### src/verilog/ccd_params.svh
// Offsets, field positions, reset values and counts of the execution unit
`ifndef CCD_PARAMS_SVH
`define CCD_PARAMS_SVH
// ----------------------------------------------------------------
// Register byte offsets
// ----------------------------------------------------------------
`define CCD_OFS_INSTR 8'h00
`define CCD_OFS_WORK 8'h04
`define CCD_OFS_LATCH_HIGH 8'h08
`define CCD_OFS_PC 8'h0C
`define CCD_OFS_STATUS 8'h10
`define CCD_OFS_STACK_TOP 8'h14
`define CCD_OFS_WATCHDOG 8'h18
`define CCD_OFS_FILE_PTR 8'h1C
`define CCD_OFS_FILE_DATA 8'h20
// ----------------------------------------------------------------
// Field positions
// ----------------------------------------------------------------
`define CCD_INSTR_OP_LSB 0
`define CCD_INSTR_DEST_BIT 7
`define CCD_INSTR_FILE_LSB 8
`define CCD_STAT_ZERO_BIT 0
`define CCD_STAT_PD_BIT 1
`define CCD_STAT_TO_BIT 2
`define CCD_STAT_BUSY_BIT 3
`define CCD_STAT_SECOND_BIT 4
`define CCD_WDT_COUNT_LSB 0
`define CCD_WDT_PRESC_LSB 16
// ----------------------------------------------------------------
// Reset values, responses and counts
// ----------------------------------------------------------------
`define CCD_RST_WORK 8'h00
`define CCD_RST_LATCH_HIGH 7'h00
`define CCD_RST_PC 15'h0000
`define CCD_RST_STACK_TOP 15'h0000
`define CCD_RST_ZERO 1'h0
`define CCD_RST_TO 1'h1
`define CCD_RST_PD 1'h1
`define CCD_RESP_OKAY 2'h0
`define CCD_RESP_SLVERR 2'h2
`define CCD_CYCLE_CLOCKS 4
`endif

### src/verilog/ccd_pkg.sv
// Types shared by the execution unit files
package ccd_pkg;
   // Instruction codes, 3'h7 is illegal and runs as a no-operation
   typedef enum logic [2:0] {
      CCD_CALL_VIA_WORKING_REG = 3'h0,
      CCD_CLEAR_FILE_OP = 3'h1,
      CCD_CLEAR_WORKING_OP = 3'h2,
      CCD_WATCHDOG_CLEAR_OP = 3'h3,
      CCD_COMPLEMENT_FILE_OP = 3'h4,
      CCD_DECREMENT_FILE_OP = 3'h5,
      CCD_DECREMENT_SKIP_ZERO_OP = 3'h6,
      CCD_NO_OPERATION = 3'h7
   } ccd_op_type;
   // Latched instruction word
   typedef struct packed {
      logic [6:0] faddr;
      logic dest;
      ccd_op_type op;
   } ccd_instr_type;
   // Execution sequencer states
   typedef enum logic [1:0] {
      CCD_IDLE = 2'h0,
      CCD_FIRST = 2'h1,
      CCD_SECOND = 2'h2
   } ccd_state_type;
   // One register access handed from the bus slave
   typedef struct packed {
      logic wr;
      logic rd;
      logic [7:0] waddr;
      logic [7:0] raddr;
      logic [31:0] wdata;
      logic [3:0] wstrb;
   } ccd_req_type;
endpackage : ccd_pkg

### src/verilog/ccd_cycle_tick.sv
// Instruction cycle enable divider
`timescale 1ns/1ps
module ccd_cycle_tick #(
   parameter int CYCLE_CLOCKS = 4
) (
   input wire logic i_clock,
   input wire logic i_rst_n,
   output logic o_tick
);
   localparam int CW = (CYCLE_CLOCKS < 2) ? 1 : $clog2(CYCLE_CLOCKS);
   if (CYCLE_CLOCKS < 1) begin : g_bad
      $error("CYCLE_CLOCKS must be at least 1");
   end
   logic [CW-1:0] count;
   wire last = (count == CW'(CYCLE_CLOCKS - 1));
   // Free running count, one pulse per instruction cycle
   always_ff @(posedge i_clock or negedge i_rst_n) begin
      if (!i_rst_n) begin
         count <= '0;
         o_tick <= 1'h0;
      end else begin
         count <= last ? '0 : CW'(count + 1'h1);
         o_tick <= last;
      end
   end
endmodule : ccd_cycle_tick

### src/verilog/ccd_axil_slave.sv
// AXI4-Lite slave front end handing single register accesses inward
`timescale 1ns/1ps
`include "ccd_params.svh"
module ccd_axil_slave
   import ccd_pkg::*;
(
   input wire logic i_clock,
   input wire logic i_rst_n,
   input wire logic [7:0] i_awaddr,
   input wire logic i_awvalid,
   output logic o_awready,
   input wire logic [31:0] i_wdata,
   input wire logic [3:0] i_wstrb,
   input wire logic i_wvalid,
   output logic o_wready,
   output logic [1:0] o_bresp,
   output logic o_bvalid,
   input wire logic i_bready,
   input wire logic [7:0] i_araddr,
   input wire logic i_arvalid,
   output logic o_arready,
   output logic [31:0] o_rdata,
   output logic [1:0] o_rresp,
   output logic o_rvalid,
   input wire logic i_rready,
   output ccd_req_type o_req,
   input wire logic [31:0] i_rdata,
   input wire logic i_wr_hit,
   input wire logic i_rd_hit
);
   logic aw_full;
   logic w_full;
   logic rd_pend;
   logic [7:0] waddr;
   logic [7:0] raddr;
   logic [31:0] wdata;
   logic [3:0] wstrb;
   // Handshakes and next occupancy
   wire aw_take = i_awvalid && o_awready;
   wire w_take = i_wvalid && o_wready;
   wire ar_take = i_arvalid && o_arready;
   wire wr = aw_full && w_full && !o_bvalid;
   wire next_aw_full = aw_take || (aw_full && !wr);
   wire next_w_full = w_take || (w_full && !wr);
   wire next_bvalid = wr || (o_bvalid && !i_bready);
   wire next_rvalid = rd_pend || (o_rvalid && !i_rready);
   assign o_req = '{wr: wr, rd: rd_pend, waddr: waddr, raddr: raddr,
                    wdata: wdata, wstrb: wstrb};
   // Channel state, one write and one read outstanding
   always_ff @(posedge i_clock or negedge i_rst_n) begin
      if (!i_rst_n) begin
         {aw_full, w_full, rd_pend, o_bvalid, o_rvalid} <= 5'h00;
         {o_awready, o_wready, o_arready} <= 3'h0;
         {waddr, raddr, wstrb} <= 20'h00000;
         wdata <= 32'h00000000;
         o_rdata <= 32'h00000000;
         o_bresp <= `CCD_RESP_OKAY;
         o_rresp <= `CCD_RESP_OKAY;
      end else begin
         aw_full <= next_aw_full;
         w_full <= next_w_full;
         o_bvalid <= next_bvalid;
         o_awready <= !next_aw_full && !next_bvalid;
         o_wready <= !next_w_full && !next_bvalid;
         rd_pend <= ar_take;
         o_rvalid <= next_rvalid;
         o_arready <= !ar_take && !next_rvalid;
         if (aw_take) waddr <= i_awaddr;
         if (w_take) begin
            wdata <= i_wdata;
            wstrb <= i_wstrb;
         end
         if (ar_take) raddr <= i_araddr;
         if (wr) o_bresp <= i_wr_hit ? `CCD_RESP_OKAY : `CCD_RESP_SLVERR;
         if (rd_pend) begin
            o_rdata <= i_rdata;
            o_rresp <= i_rd_hit ? `CCD_RESP_OKAY : `CCD_RESP_SLVERR;
         end
      end
   end
endmodule : ccd_axil_slave

### src/verilog/ccd_exec_core.sv
// Execution unit for call, clear, complement and decrement instructions
`timescale 1ns/1ps
// ----------------------------------------------------------------
// ----------------------------------------------------------------
`include "ccd_params.svh"
module ccd_exec_core
   import ccd_pkg::*;
#(
   parameter int CYCLE_CLOCKS = `CCD_CYCLE_CLOCKS,
   parameter int PRESCALE_WIDTH = 8,
   parameter int WATCHDOG_WIDTH = 8
) (
   input wire logic i_clock,
   input wire logic i_rst_n,
   input wire logic [7:0] i_awaddr,
   input wire logic i_awvalid,
   output logic o_awready,
   input wire logic [31:0] i_wdata,
   input wire logic [3:0] i_wstrb,
   input wire logic i_wvalid,
   output logic o_wready,
   output logic [1:0] o_bresp,
   output logic o_bvalid,
   input wire logic i_bready,
   input wire logic [7:0] i_araddr,
   input wire logic i_arvalid,
   output logic o_arready,
   output logic [31:0] o_rdata,
   output logic [1:0] o_rresp,
   output logic o_rvalid,
   input wire logic i_rready,
   output logic [14:0] o_pc,
   output logic [14:0] o_top_of_stack,
   output logic o_busy
);
   // ----------------------------------------------------------------
   // Parameter checks
   // ----------------------------------------------------------------
   if (PRESCALE_WIDTH < 1 || PRESCALE_WIDTH > 16) begin : g_bad_presc
      $error("PRESCALE_WIDTH must be 1 to 16");
   end
   if (WATCHDOG_WIDTH < 1 || WATCHDOG_WIDTH > 16) begin : g_bad_wdt
      $error("WATCHDOG_WIDTH must be 1 to 16");
   end

   // ----------------------------------------------------------------
   // Reset release and instruction cycle enable
   // ----------------------------------------------------------------
   logic rst_meta;
   logic rst_n;
   logic tick;
   // Two stage release of the asynchronous reset
   always_ff @(posedge i_clock or negedge i_rst_n) begin
      if (!i_rst_n) begin
         rst_meta <= 1'h0;
         rst_n <= 1'h0;
      end else begin
         rst_meta <= 1'h1;
         rst_n <= rst_meta;
      end
   end

   ccd_cycle_tick #(
      .CYCLE_CLOCKS(CYCLE_CLOCKS)
   ) u_tick (
      .i_clock(i_clock),
      .i_rst_n(rst_n),
      .o_tick(tick)
   );

   // ----------------------------------------------------------------
   // Bus front end
   // ----------------------------------------------------------------
   ccd_req_type req;
   logic [31:0] rdata;
   logic wr_hit;
   logic rd_hit;

   ccd_axil_slave u_bus (
      .i_clock(i_clock),
      .i_rst_n(rst_n),
      .i_awaddr(i_awaddr),
      .i_awvalid(i_awvalid),
      .o_awready(o_awready),
      .i_wdata(i_wdata),
      .i_wstrb(i_wstrb),
      .i_wvalid(i_wvalid),
      .o_wready(o_wready),
      .o_bresp(o_bresp),
      .o_bvalid(o_bvalid),
      .i_bready(i_bready),
      .i_araddr(i_araddr),
      .i_arvalid(i_arvalid),
      .o_arready(o_arready),
      .o_rdata(o_rdata),
      .o_rresp(o_rresp),
      .o_rvalid(o_rvalid),
      .i_rready(i_rready),
      .o_req(req),
      .i_rdata(rdata),
      .i_wr_hit(wr_hit),
      .i_rd_hit(rd_hit)
   );

   // Byte lane merge of a write into an old value
   function automatic logic [31:0] ccd_merge(input logic [31:0] old,
                                             input logic [31:0] data,
                                             input logic [3:0] strb);
      logic [31:0] res;
      res = old;
      for (int i = 0; i < 4; i++) begin
         if (strb[i]) res[8*i +: 8] = data[8*i +: 8];
      end
      return res;
   endfunction : ccd_merge

   // ----------------------------------------------------------------
   // Core state
   // ----------------------------------------------------------------
   ccd_state_type state;
   ccd_instr_type instr;
   logic [7:0] work;
   logic [6:0] latch_high;
   logic [14:0] pc;
   logic zero_flag;
   logic time_out_flag;
   logic power_down_flag;
   logic [PRESCALE_WIDTH-1:0] presc;
   logic [WATCHDOG_WIDTH-1:0] wdt;
   logic [6:0] file_ptr;
   logic [7:0] file_mem [0:127];

   // Write decode, bus writes other than the file pointer only take effect while idle
   wire idle = (state == CCD_IDLE);
   wire w_instr = req.wr && req.waddr == `CCD_OFS_INSTR;
   wire w_work = req.wr && req.waddr == `CCD_OFS_WORK && idle;
   wire w_latch = req.wr && req.waddr == `CCD_OFS_LATCH_HIGH && idle;
   wire w_pc = req.wr && req.waddr == `CCD_OFS_PC && idle;
   wire w_ptr = req.wr && req.waddr == `CCD_OFS_FILE_PTR;
   wire w_file = req.wr && req.waddr == `CCD_OFS_FILE_DATA && idle;
   wire issue = w_instr && idle;
   wire [31:0] m_work = ccd_merge({24'h000000, work}, req.wdata, req.wstrb);
   wire [31:0] m_latch = ccd_merge({25'h0000000, latch_high}, req.wdata, req.wstrb);
   wire [31:0] m_pc = ccd_merge({17'h00000, pc}, req.wdata, req.wstrb);
   wire [31:0] m_ptr = ccd_merge({25'h0000000, file_ptr}, req.wdata, req.wstrb);
   wire [7:0] bus_file = req.wstrb[0] ? req.wdata[7:0] : file_mem[file_ptr];
   wire [31:0] new_instr = req.wdata;

   // ----------------------------------------------------------------
   // Execution datapath
   // ----------------------------------------------------------------
   wire exec = (state == CCD_FIRST) && tick;
   wire [7:0] file_val = file_mem[instr.faddr];
   wire op_call = (instr.op == CCD_CALL_VIA_WORKING_REG);
   wire op_clear_file_op = (instr.op == CCD_CLEAR_FILE_OP);
   wire op_clear_working_op = (instr.op == CCD_CLEAR_WORKING_OP);
   wire op_wdt = (instr.op == CCD_WATCHDOG_CLEAR_OP);
   wire op_com = (instr.op == CCD_COMPLEMENT_FILE_OP);
   wire op_dec = (instr.op == CCD_DECREMENT_FILE_OP);
   wire op_dsz = (instr.op == CCD_DECREMENT_SKIP_ZERO_OP);
   wire op_alu = op_com || op_dec || op_dsz;
   // Inverse or value minus one of the addressed file register
   wire [7:0] result = op_com ? ~file_val : 8'(file_val - 8'h01);
   wire result_zero = (result == 8'h00);
   wire skip = op_dsz && result_zero;
   wire two_cycle = op_call || skip;
   wire [14:0] pc_next1 = 15'(pc + 15'h0001);
   wire [14:0] pc_next2 = 15'(pc + 15'h0002);
   // Destination select: 0 to working register, 1 back to file
   wire to_work = op_alu && !instr.dest;
   wire to_file = op_alu && instr.dest;

   // Next working register value
   wire [7:0] next_work = (exec && op_clear_working_op) ? 8'h00 :
                          (exec && to_work) ? result :
                          w_work ? m_work[7:0] : work;
   // Next program counter, call loads {latch high, working}
   wire [14:0] next_pc = (exec && op_call) ? {latch_high, work} :
                         (exec && skip) ? pc_next2 :
                         exec ? pc_next1 :
                         w_pc ? m_pc[14:0] : pc;
   // Return address pushed first by the call
   wire [14:0] next_tos = (exec && op_call) ? pc_next1 : o_top_of_stack;
   // Zero flag: set by clears, from result on complement and decrement, kept on decrement-skip-zero
   wire next_zero = (exec && (op_clear_file_op || op_clear_working_op)) ? 1'h1 :
                    (exec && (op_com || op_dec)) ? result_zero :
                    zero_flag;

   // File write port shared by execution and bus
   wire x_file_we = exec && (op_clear_file_op || to_file);
   wire mem_we = x_file_we || w_file;
   wire [6:0] mem_addr = x_file_we ? instr.faddr : file_ptr;
   wire [7:0] mem_data = x_file_we ? (op_clear_file_op ? 8'h00 : result) : bus_file;

   // Watchdog: prescaler counts cycles, counter counts prescaler wraps
   wire wdt_clear = exec && op_wdt;
   wire presc_wrap = tick && (&presc);
   wire wdt_over = presc_wrap && (&wdt);
   wire [PRESCALE_WIDTH-1:0] next_presc =
      wdt_clear ? '0 : tick ? PRESCALE_WIDTH'(presc + 1'h1) : presc;
   wire [WATCHDOG_WIDTH-1:0] next_wdt =
      wdt_clear ? '0 : presc_wrap ? WATCHDOG_WIDTH'(wdt + 1'h1) : wdt;
   // Clear wins over a time-out in the same cycle
   wire next_to = wdt_clear ? 1'h1 : wdt_over ? 1'h0 : time_out_flag;
   wire next_pd = wdt_clear ? 1'h1 : power_down_flag;

   // ----------------------------------------------------------------
   // Sequencer
   // ----------------------------------------------------------------
   ccd_state_type next_state;
   always_comb begin
      next_state = state;
      unique case (state)
         CCD_IDLE: begin
            if (issue) next_state = CCD_FIRST;
         end
         CCD_FIRST: begin
            if (tick) next_state = two_cycle ? CCD_SECOND : CCD_IDLE;
         end
         CCD_SECOND: begin
            if (tick) next_state = CCD_IDLE;
         end
         default: begin
            next_state = CCD_IDLE;
         end
      endcase
   end

   // State and instruction latch
   always_ff @(posedge i_clock or negedge rst_n) begin
      if (!rst_n) begin
         state <= CCD_IDLE;
         instr <= '{faddr: 7'h00, dest: 1'h0, op: CCD_NO_OPERATION};
         o_busy <= 1'h0;
      end else begin
         state <= next_state;
         o_busy <= (next_state != CCD_IDLE);
         if (issue) begin
            instr.op <= ccd_op_type'(new_instr[`CCD_INSTR_OP_LSB +: 3]);
            instr.dest <= new_instr[`CCD_INSTR_DEST_BIT];
            instr.faddr <= new_instr[`CCD_INSTR_FILE_LSB +: 7];
         end
      end
   end

   // Architectural registers
   always_ff @(posedge i_clock or negedge rst_n) begin
      if (!rst_n) begin
         work <= `CCD_RST_WORK;
         latch_high <= `CCD_RST_LATCH_HIGH;
         pc <= `CCD_RST_PC;
         o_pc <= `CCD_RST_PC;
         o_top_of_stack <= `CCD_RST_STACK_TOP;
         zero_flag <= `CCD_RST_ZERO;
         file_ptr <= 7'h00;
      end else begin
         work <= next_work;
         if (w_latch) latch_high <= m_latch[6:0];
         pc <= next_pc;
         o_pc <= next_pc;
         o_top_of_stack <= next_tos;
         zero_flag <= next_zero;
         if (w_ptr) file_ptr <= m_ptr[6:0];
      end
   end

   // Watchdog and power status
   always_ff @(posedge i_clock or negedge rst_n) begin
      if (!rst_n) begin
         presc <= '0;
         wdt <= '0;
         time_out_flag <= `CCD_RST_TO;
         power_down_flag <= `CCD_RST_PD;
      end else begin
         presc <= next_presc;
         wdt <= next_wdt;
         time_out_flag <= next_to;
         power_down_flag <= next_pd;
      end
   end

   // File registers, contents undefined until written
   always_ff @(posedge i_clock) begin
      if (mem_we) file_mem[mem_addr] <= mem_data;
   end

   // ----------------------------------------------------------------
   // Read decode
   // ----------------------------------------------------------------
   wire [31:0] r_instr = (32'(instr.op) << `CCD_INSTR_OP_LSB)
                       | (32'(instr.dest) << `CCD_INSTR_DEST_BIT)
                       | (32'(instr.faddr) << `CCD_INSTR_FILE_LSB);
   wire [31:0] r_status = (32'(zero_flag) << `CCD_STAT_ZERO_BIT)
                        | (32'(power_down_flag) << `CCD_STAT_PD_BIT)
                        | (32'(time_out_flag) << `CCD_STAT_TO_BIT)
                        | (32'(!idle) << `CCD_STAT_BUSY_BIT)
                        | (32'(state == CCD_SECOND) << `CCD_STAT_SECOND_BIT);
   wire [31:0] r_wdt = (32'(wdt) << `CCD_WDT_COUNT_LSB)
                     | (32'(presc) << `CCD_WDT_PRESC_LSB);
   wire [7:0] ra = req.raddr;
   wire [7:0] wa = req.waddr;
   assign rdata = (ra == `CCD_OFS_INSTR) ? r_instr :
                  (ra == `CCD_OFS_WORK) ? {24'h000000, work} :
                  (ra == `CCD_OFS_LATCH_HIGH) ? {25'h0000000, latch_high} :
                  (ra == `CCD_OFS_PC) ? {17'h00000, pc} :
                  (ra == `CCD_OFS_STATUS) ? r_status :
                  (ra == `CCD_OFS_STACK_TOP) ? {17'h00000, o_top_of_stack} :
                  (ra == `CCD_OFS_WATCHDOG) ? r_wdt :
                  (ra == `CCD_OFS_FILE_PTR) ? {25'h0000000, file_ptr} :
                  (ra == `CCD_OFS_FILE_DATA) ? {24'h000000, file_mem[file_ptr]} :
                  32'h00000000;
   assign rd_hit = (ra <= `CCD_OFS_FILE_DATA) && (ra[1:0] == 2'h0);
   // Status, stack top and watchdog are read only
   assign wr_hit = (wa <= `CCD_OFS_FILE_DATA) && (wa[1:0] == 2'h0)
                 && (wa != `CCD_OFS_STATUS) && (wa != `CCD_OFS_STACK_TOP)
                 && (wa != `CCD_OFS_WATCHDOG);
endmodule : ccd_exec_core

### config.mk
export PLATFORM = sky130hd
export DESIGN_NAME = ccd_exec_core
export DESIGN_NICKNAME = d
export VERILOG_FILES = /design/src/verilog/ccd_pkg.sv /design/src/verilog/ccd_cycle_tick.sv /design/src/verilog/ccd_axil_slave.sv /design/src/verilog/ccd_exec_core.sv
export VERILOG_INCLUDE_DIRS = /design/src /design/src/verilog
export SDC_FILE = /design/constraint.sdc
export NUM_CORES = 2
export LEC_CHECK = 0
export BUFFER_PORTS_ARGS = -buffer_cell sky130_fd_sc_hd__buf_4
export CORE_MARGIN = 5
export CORE_UTILIZATION = 50
export CTS_CLUSTER_SIZE = 10
export DETAILED_ROUTE_END_ITERATION = 12
export PLACE_DENSITY = 0.66
export SLEW_MARGIN = 15
export SYNTH_ARGS = -nofsm -noshare
export SYNTH_HDL_FRONTEND = slang
export SYNTH_SLANG_ARGS = --single-unit
### constraint.sdc
create_clock -name i_clock -period 12.65 [get_ports i_clock]
set_clock_uncertainty 0.1 [all_clocks]
set_input_delay 1.8975 -clock i_clock [delete_from_list [all_inputs] [get_ports i_clock]]
set_output_delay 1.8975 -clock i_clock [all_outputs]
set_load 0.1 [all_outputs]
# Yosys cells after proc, flatten, opt, wreduce, memory -nomap -nowiden
# Memories as Yosys holds them, arrays and structs flattened.
# Index checks and enable logic that the tools add are counted.
[classes]
n_lt_le_gt_ge = 2
n_bitwise = 7
n_mux = 41
eq_ne = 25
n_reduce_logical = 87
n_addsub = 6
[ops]
columns = ["cell", "n"]
rows = [
  ["$mux 24", 7],
  ["$mux 8", 14],
  ["$mux 15", 4],
  ["$logic_and 1x1->1", 42],
  ["$eq 8x5->1 const B", 5],
  ["$eq 8x4->1 const B", 4],
  ["$logic_not 8->1", 3],
  ["$ne 8x5->1 const B", 3],
  ["$or 8x24->24", 1],
  ["$add 8x1->8 const B", 2],
  ["$eq 8x3->1 const B", 2],
  ["$eq 8x6->1 const B", 2],
  ["$le 8x6->1 const B", 2],
  ["$reduce_and 8->1", 2],
  ["$add 15x1->15 const B", 1],
  ["$add 15x2->15 const B", 1],
  ["$or 8x15->15", 1],
  ["$mux 2", 7],
  ["$mux 7", 2],
  ["$reduce_bool 4->1", 3],
  ["$logic_not 1->1", 11],
  ["$logic_or 1x1->1", 10],
  ["$reduce_and 2->1", 5],
  ["$reduce_bool 2->1", 5],
  ["other kinds (17)", 29],
]
[word_totals]
ramBits = 1024
wordCells = 203
reg_bits = 166
out_inout_bits = 72
mem_count = 1
inputBits = 59
[mem_list]
columns = ["memory", "words", "word_bits", "read_ports", "rd_ports_with_merged_regs", "write_ports", "line_no", "text"]
rows = [
  ["file_mem", 128, 8, 2, 0, 1, "ccd_exec_core.sv:131", "logic [7:0] file_mem [0:127];"],
]

# Depth between registers and ports, before layout
[depth]
word_depth = 10
ltp_mapped = 23
mapped_depth_nobuf = 14

# Cells and area by module
# A second synthesis with hierarchy kept.
[unflattened]
cells_unflattened = 3284
hier_area_um2 = 57383.8
[by_module_without_submodules]
columns = ["mod", "seq_area_each_um2", "area_per_inst_um2", "instances", "cells_each"]
rows = [
  ["ccd_exec_core", 32906.6, 53650.2, 1, 3066],
  ["ccd_axil_slave", 2352.3, 3642.2, 1, 213],
  ["ccd_cycle_tick", 75.1, 91.3, 1, 5],
]

# Worst setup path before layout
# Ideal clock, no wire load.
[synth_path]
path_type = "register to register"
startpoint = "register file_ptr[0]"
endpoint = "memory file_mem[0][2], data pin"
path_buffers = 4
required_time_ps = 11310
setup_ps = 1240
slack_ps = 3141
arrival_ps = 8170
synth_period_minus_slack_ps = 9509
stages_incl_launch_ff = 11
path_cell_list = "dfrtp_1 clkbuf_1 clkbuf_1 clkbuf_1 buf_1 mux4_2 mux4_2 mux4_2 mux2_2 nor2_1 o32ai_1"
[synth_between]
elab_chain_cells = 3
[synth_lines]
columns = ["element", "line_no", "text"]
rows = [
  ["start: declaration", "ccd_exec_core.sv:130", "logic [6:0] file_ptr;"],
  ["start signal: assignment", "ccd_exec_core.sv:263", "if (w_ptr) file_ptr <= m_ptr[6:0];"],
  ["$mem_v2 128x8", "n/a", ""],
  ["$mux 8", "ccd_exec_core.sv:146", "wire [7:0] bus_file = req.wstrb[0] ? req.wdata[7:0] : file_mem[file_ptr];"],
  ["$mux 8", "ccd_exec_core.sv:193", "wire [7:0] mem_data = x_file_we ? (op_clear_file_op ? 8'h00 : result) : bus_file;"],
  ["named net mem_data[2]", "ccd_exec_core.sv:193", ""],
  ["end: declaration", "ccd_exec_core.sv:131", ""],
]
# The timed path passes the listed nets, and every way through them passes these cells.

# Worst setup path after layout
[layout_path]
startpoint = "register instr[4] in the netlist's numbering"
endpoint = "memory file_mem[62][6], data pin"
[layout_between]
elab_chain_cells = 5
elab_cells_between_ends = 6
classes_between = "add/sub (1); mux (3); bitwise (1); memory (1)"
[layout_lines]
columns = ["element", "line_no", "text"]
rows = [
  ["start: declaration", "ccd_exec_core.sv:121", "ccd_instr_type instr;"],
  ["start signal: assignment", "ccd_exec_core.sv:233", "instr <= '{faddr: 7'h00, dest: 1'h0, op: CCD_NO_OPERATION};"],
  ["$mem_v2 128x8 *", "n/a", ""],
  ["$sub 8x1->8 / $not 8->8 (equally long branches)", "ccd_exec_core.sv:163", "wire [7:0] result = op_com ? ~file_val : 8'(file_val - 8'h01);"],
  ["$mux 8 *", "ccd_exec_core.sv:163", ""],
  ["$mux 8 * (2 in a row)", "ccd_exec_core.sv:193", ""],
  ["named net mem_data[6]", "ccd_exec_core.sv:193", ""],
]
# The timed path passes the listed nets; every way through them passes the cells marked *.

==> metrics <==
final worst path period share=59.3%; Hold Vio Cnt, Final=0; CTS tree=yes; clock slew at reported path FFs=0.05 ns; Syn Std Cell Area=56300 um^2; Residual DRC=0; share of layout cells above drive strength 1=31.4%; Slew HR=4.68%; fmax=133 MHz; critical path startpoint category=flop; total gr overflow=0; Die ar.=119000 um^2; # setup viols final=0; Max Fanout on Critical Path=96; PortBufs=100; EDFF count, synth=1024; sequential share of power=44.6%; drt total wl=166000 um; sequential area share after synthesis=61.5%; Internal=7.83 mW; vias=33.4k; Die Width=346 um; fin. max-slew vios=0; grt met2 use=42.8%; Post-synth ARST share=13.1%; Max VDD drop=0.245 mV; total CTS buffers=138; switching part of the total=32.1%; Hold Crit Class=flop to async pin; commonest cells after routing, fill and taps aside=edfxtp_1 (1024), mux4_2 (565), nor2_1 (246); WP data required=12.92 ns; Critical Path AT=7.77 ns; clk buf depth=3; initial antenna violation count=3; setup_tns=0 ns; Top FF cell, synth=edfxtp_1; count of different cell masters after synthesis=77; GR Util met1=37.5%; Area Growth Syn to Fin=10.7%; register-to-register setup slack=5.15 ns; first-pass GRT wire length=239000 um; Wirelength per Cell=34.5 um; H-tree depth=4; root buf cell=clkbuf_16; slew of the pin with the lowest slew margin=1.42 ns; die extent in y=346 um; grt peak-use layer=met2; CTS resizes=0; dpl hpwl=107000 um; clock group share of total power=30.5%; Antenna Violating Nets Remaining=0; ranking of synthesized cells by area=edfxtp_1 (55%), mux4_2 (23%), dfrtp_1 (6.7%), mux2i_1 (2.4%), mux2_2 (1.7%); post-synth top area cell=edfxtp_1; # Post-CTS Setup Buffers=0; Yosys top cell area share=54.6%; met3 usage=6.56%; drt pass-1 iters=6; pin count of the biggest net entering global routing=129; num ports=131; Initial Util=50.2%; First DRT Iteration DRCs=4365; status=finished, final reports clean; Crit. End Element=flop; Static Leak=19.0 nW; Max-cap violations=0; Synth Instances=3201; total global-route track usage=27.4%; num rows=123; Reg2Reg Capture Point=file_mem[62][6]$_DFFE_PP_; core footprint=112000 um^2; vias in the first global route=33.8k; critical path start-end classification=flop to flop; Post-Syn Area per Cell=17.6 um^2; Comb pwr share=24.9%; RSZ-0062 raised after global routing=false; hold-fix buffers at CTS=0; min cycle time layout=7.50 ns; synthesis-stage register bit count=1179; most common cell after layout, fill and taps aside=edfxtp_1; final core occ=55.5%; FF-to-FF Start=instr[4]$_DFFE_PN0P_; FF-to-FF path depth=11; vias per inst=6.95; Yosys warnings=0; RePlAce Congestion=0.954; NetSw=3.70 mW; Num Clock Sinks=1179; final layout net count=3324; clk_lat worst skew=0.74 ns; PD cells=185 nW/um^2
how the worst max path moves through the flow:
stage                       startpoint                        end  slack [ns]  cells past startpoint
2_1_floorplan  file_ptr[0]$_DFFE_PN0P_   file_mem[0][2]$_DFFE_PP_        3.14                     10
3_3_place_gp      instr[4]$_DFFE_PN0P_  file_mem[58][6]$_DFFE_PP_        5.35                     11
3_5_place_dp      instr[4]$_DFFE_PN0P_  file_mem[58][6]$_DFFE_PP_        5.13                     11
4_1_cts           instr[4]$_DFFE_PN0P_  file_mem[56][6]$_DFFE_PP_        5.11                     11
5_1_grt           instr[4]$_DFFE_PN0P_  file_mem[61][6]$_DFFE_PP_        4.76                     11
6_report          instr[4]$_DFFE_PN0P_  file_mem[62][6]$_DFFE_PP_        5.15                     11
synth_stat cells, drive strengths merged (15+ instances only):
cell / instances
mux4: 565
clkbuf: 142
buf: 115
or2: 25
a21oi: 79
nor2b: 18
mux2i: 134
o22ai: 29
xnor2: 17
edfxtp: 1024
nand2: 99
nor3: 31
nand2b: 15
o21ai: 55
nand3: 48
nand4: 15
or3: 17
xor2: 20
mux2: 85
a211oi: 15
inv: 31
a22oi: 58
dfrtp: 151
a31oi: 25
nor2: 248
layer usage:
metal	routed length (um)	part of all wire, %
met1	62000	37
met2	78000	47
met3	17900	11
met4	7610	4.6
met5	0	0
flip-flops by register name, summed over array words and instances (netlist names), 2 cells and up:
| register | flops |
|---|---|
| latch_high | 7 |
| pc | 15 |
| u_bus.o_rdata | 23 |
| work | 8 |
| u_bus.waddr | 8 |
| u_bus.wdata | 15 |
| u_bus.raddr | 8 |
| instr | 11 |
| u_bus.wstrb | 2 |
| state | 2 |
| o_top_of_stack | 15 |
| u_tick.count | 2 |
| file_ptr | 7 |
| presc | 8 |
| file_mem | 1024 |
| wdt | 8 |
worst max-delay path, cell delays in order (launching register included):
cell and delay (ns):
dfrtp_4 0.83, buf_4 0.54, buf_4 0.71, mux4_2 0.61, mux4_2 0.59, mux4_2 0.55, mux2i_2 0.37, nor4b_2 0.49
a21oi_1 0.15, xnor2_1 0.23, o22ai_4 0.83, buf_4 0.91
power by group through the flow:
stage | registers (mW) | clock network, mW | logic, mW
after floorplan | 5.55 | 0 | 1.55
after global placement | 5.21 | 0 | 2.75
after detailed placement | 5.22 | 0 | 2.84
after CTS | 5.14 | 3.56 | 2.84
after global routing | 5.16 | 3.71 | 2.99
final | 5.14 | 3.52 | 2.87
through the flow:
step | hold WS [ns] | instances | total power [mW] | worst slack (ns) | cell area (um^2)
detailed placement | 0.237 | 4619 | 8.06 | 5.13 | 58500
global route | 0.275 | 4804 | 11.9 | 4.76 | 62300
CTS | 0.259 | 4804 | 11.5 | 5.11 | 62300
floorplan | 0.231 | 3211 | 7.10 | 3.14 | 56300
finish | 0.240 | 4805 | 11.5 | 5.15 | 62300
global placement | 0.242 | 4619 | 7.96 | 5.35 | 58500
cell type report:
cell class	count	area, um^2
clock inverter	11	113
sequential	1179	34700
inverter	31	116
multi-input combinational	1744	20500
timing repair buffer	165	1320
fill	8505	49900
antenna	1	2.50
clock buffer	174	3710
tap	1500	1880
kinds of logic after synthesis:
logic type,count (synthesis),synth area share [%]
other,2,0.0133
AOI/OAI and AO/OA,340,3.98
adders and majority gates,6,0.133
buffers and inverters,288,2.40
muxes,784,26.7
xor gates and xnor gates,37,0.576
and+or+nand+nor,565,4.70
DFF,1179,61.5
Power figures use the tool's default switching activity.
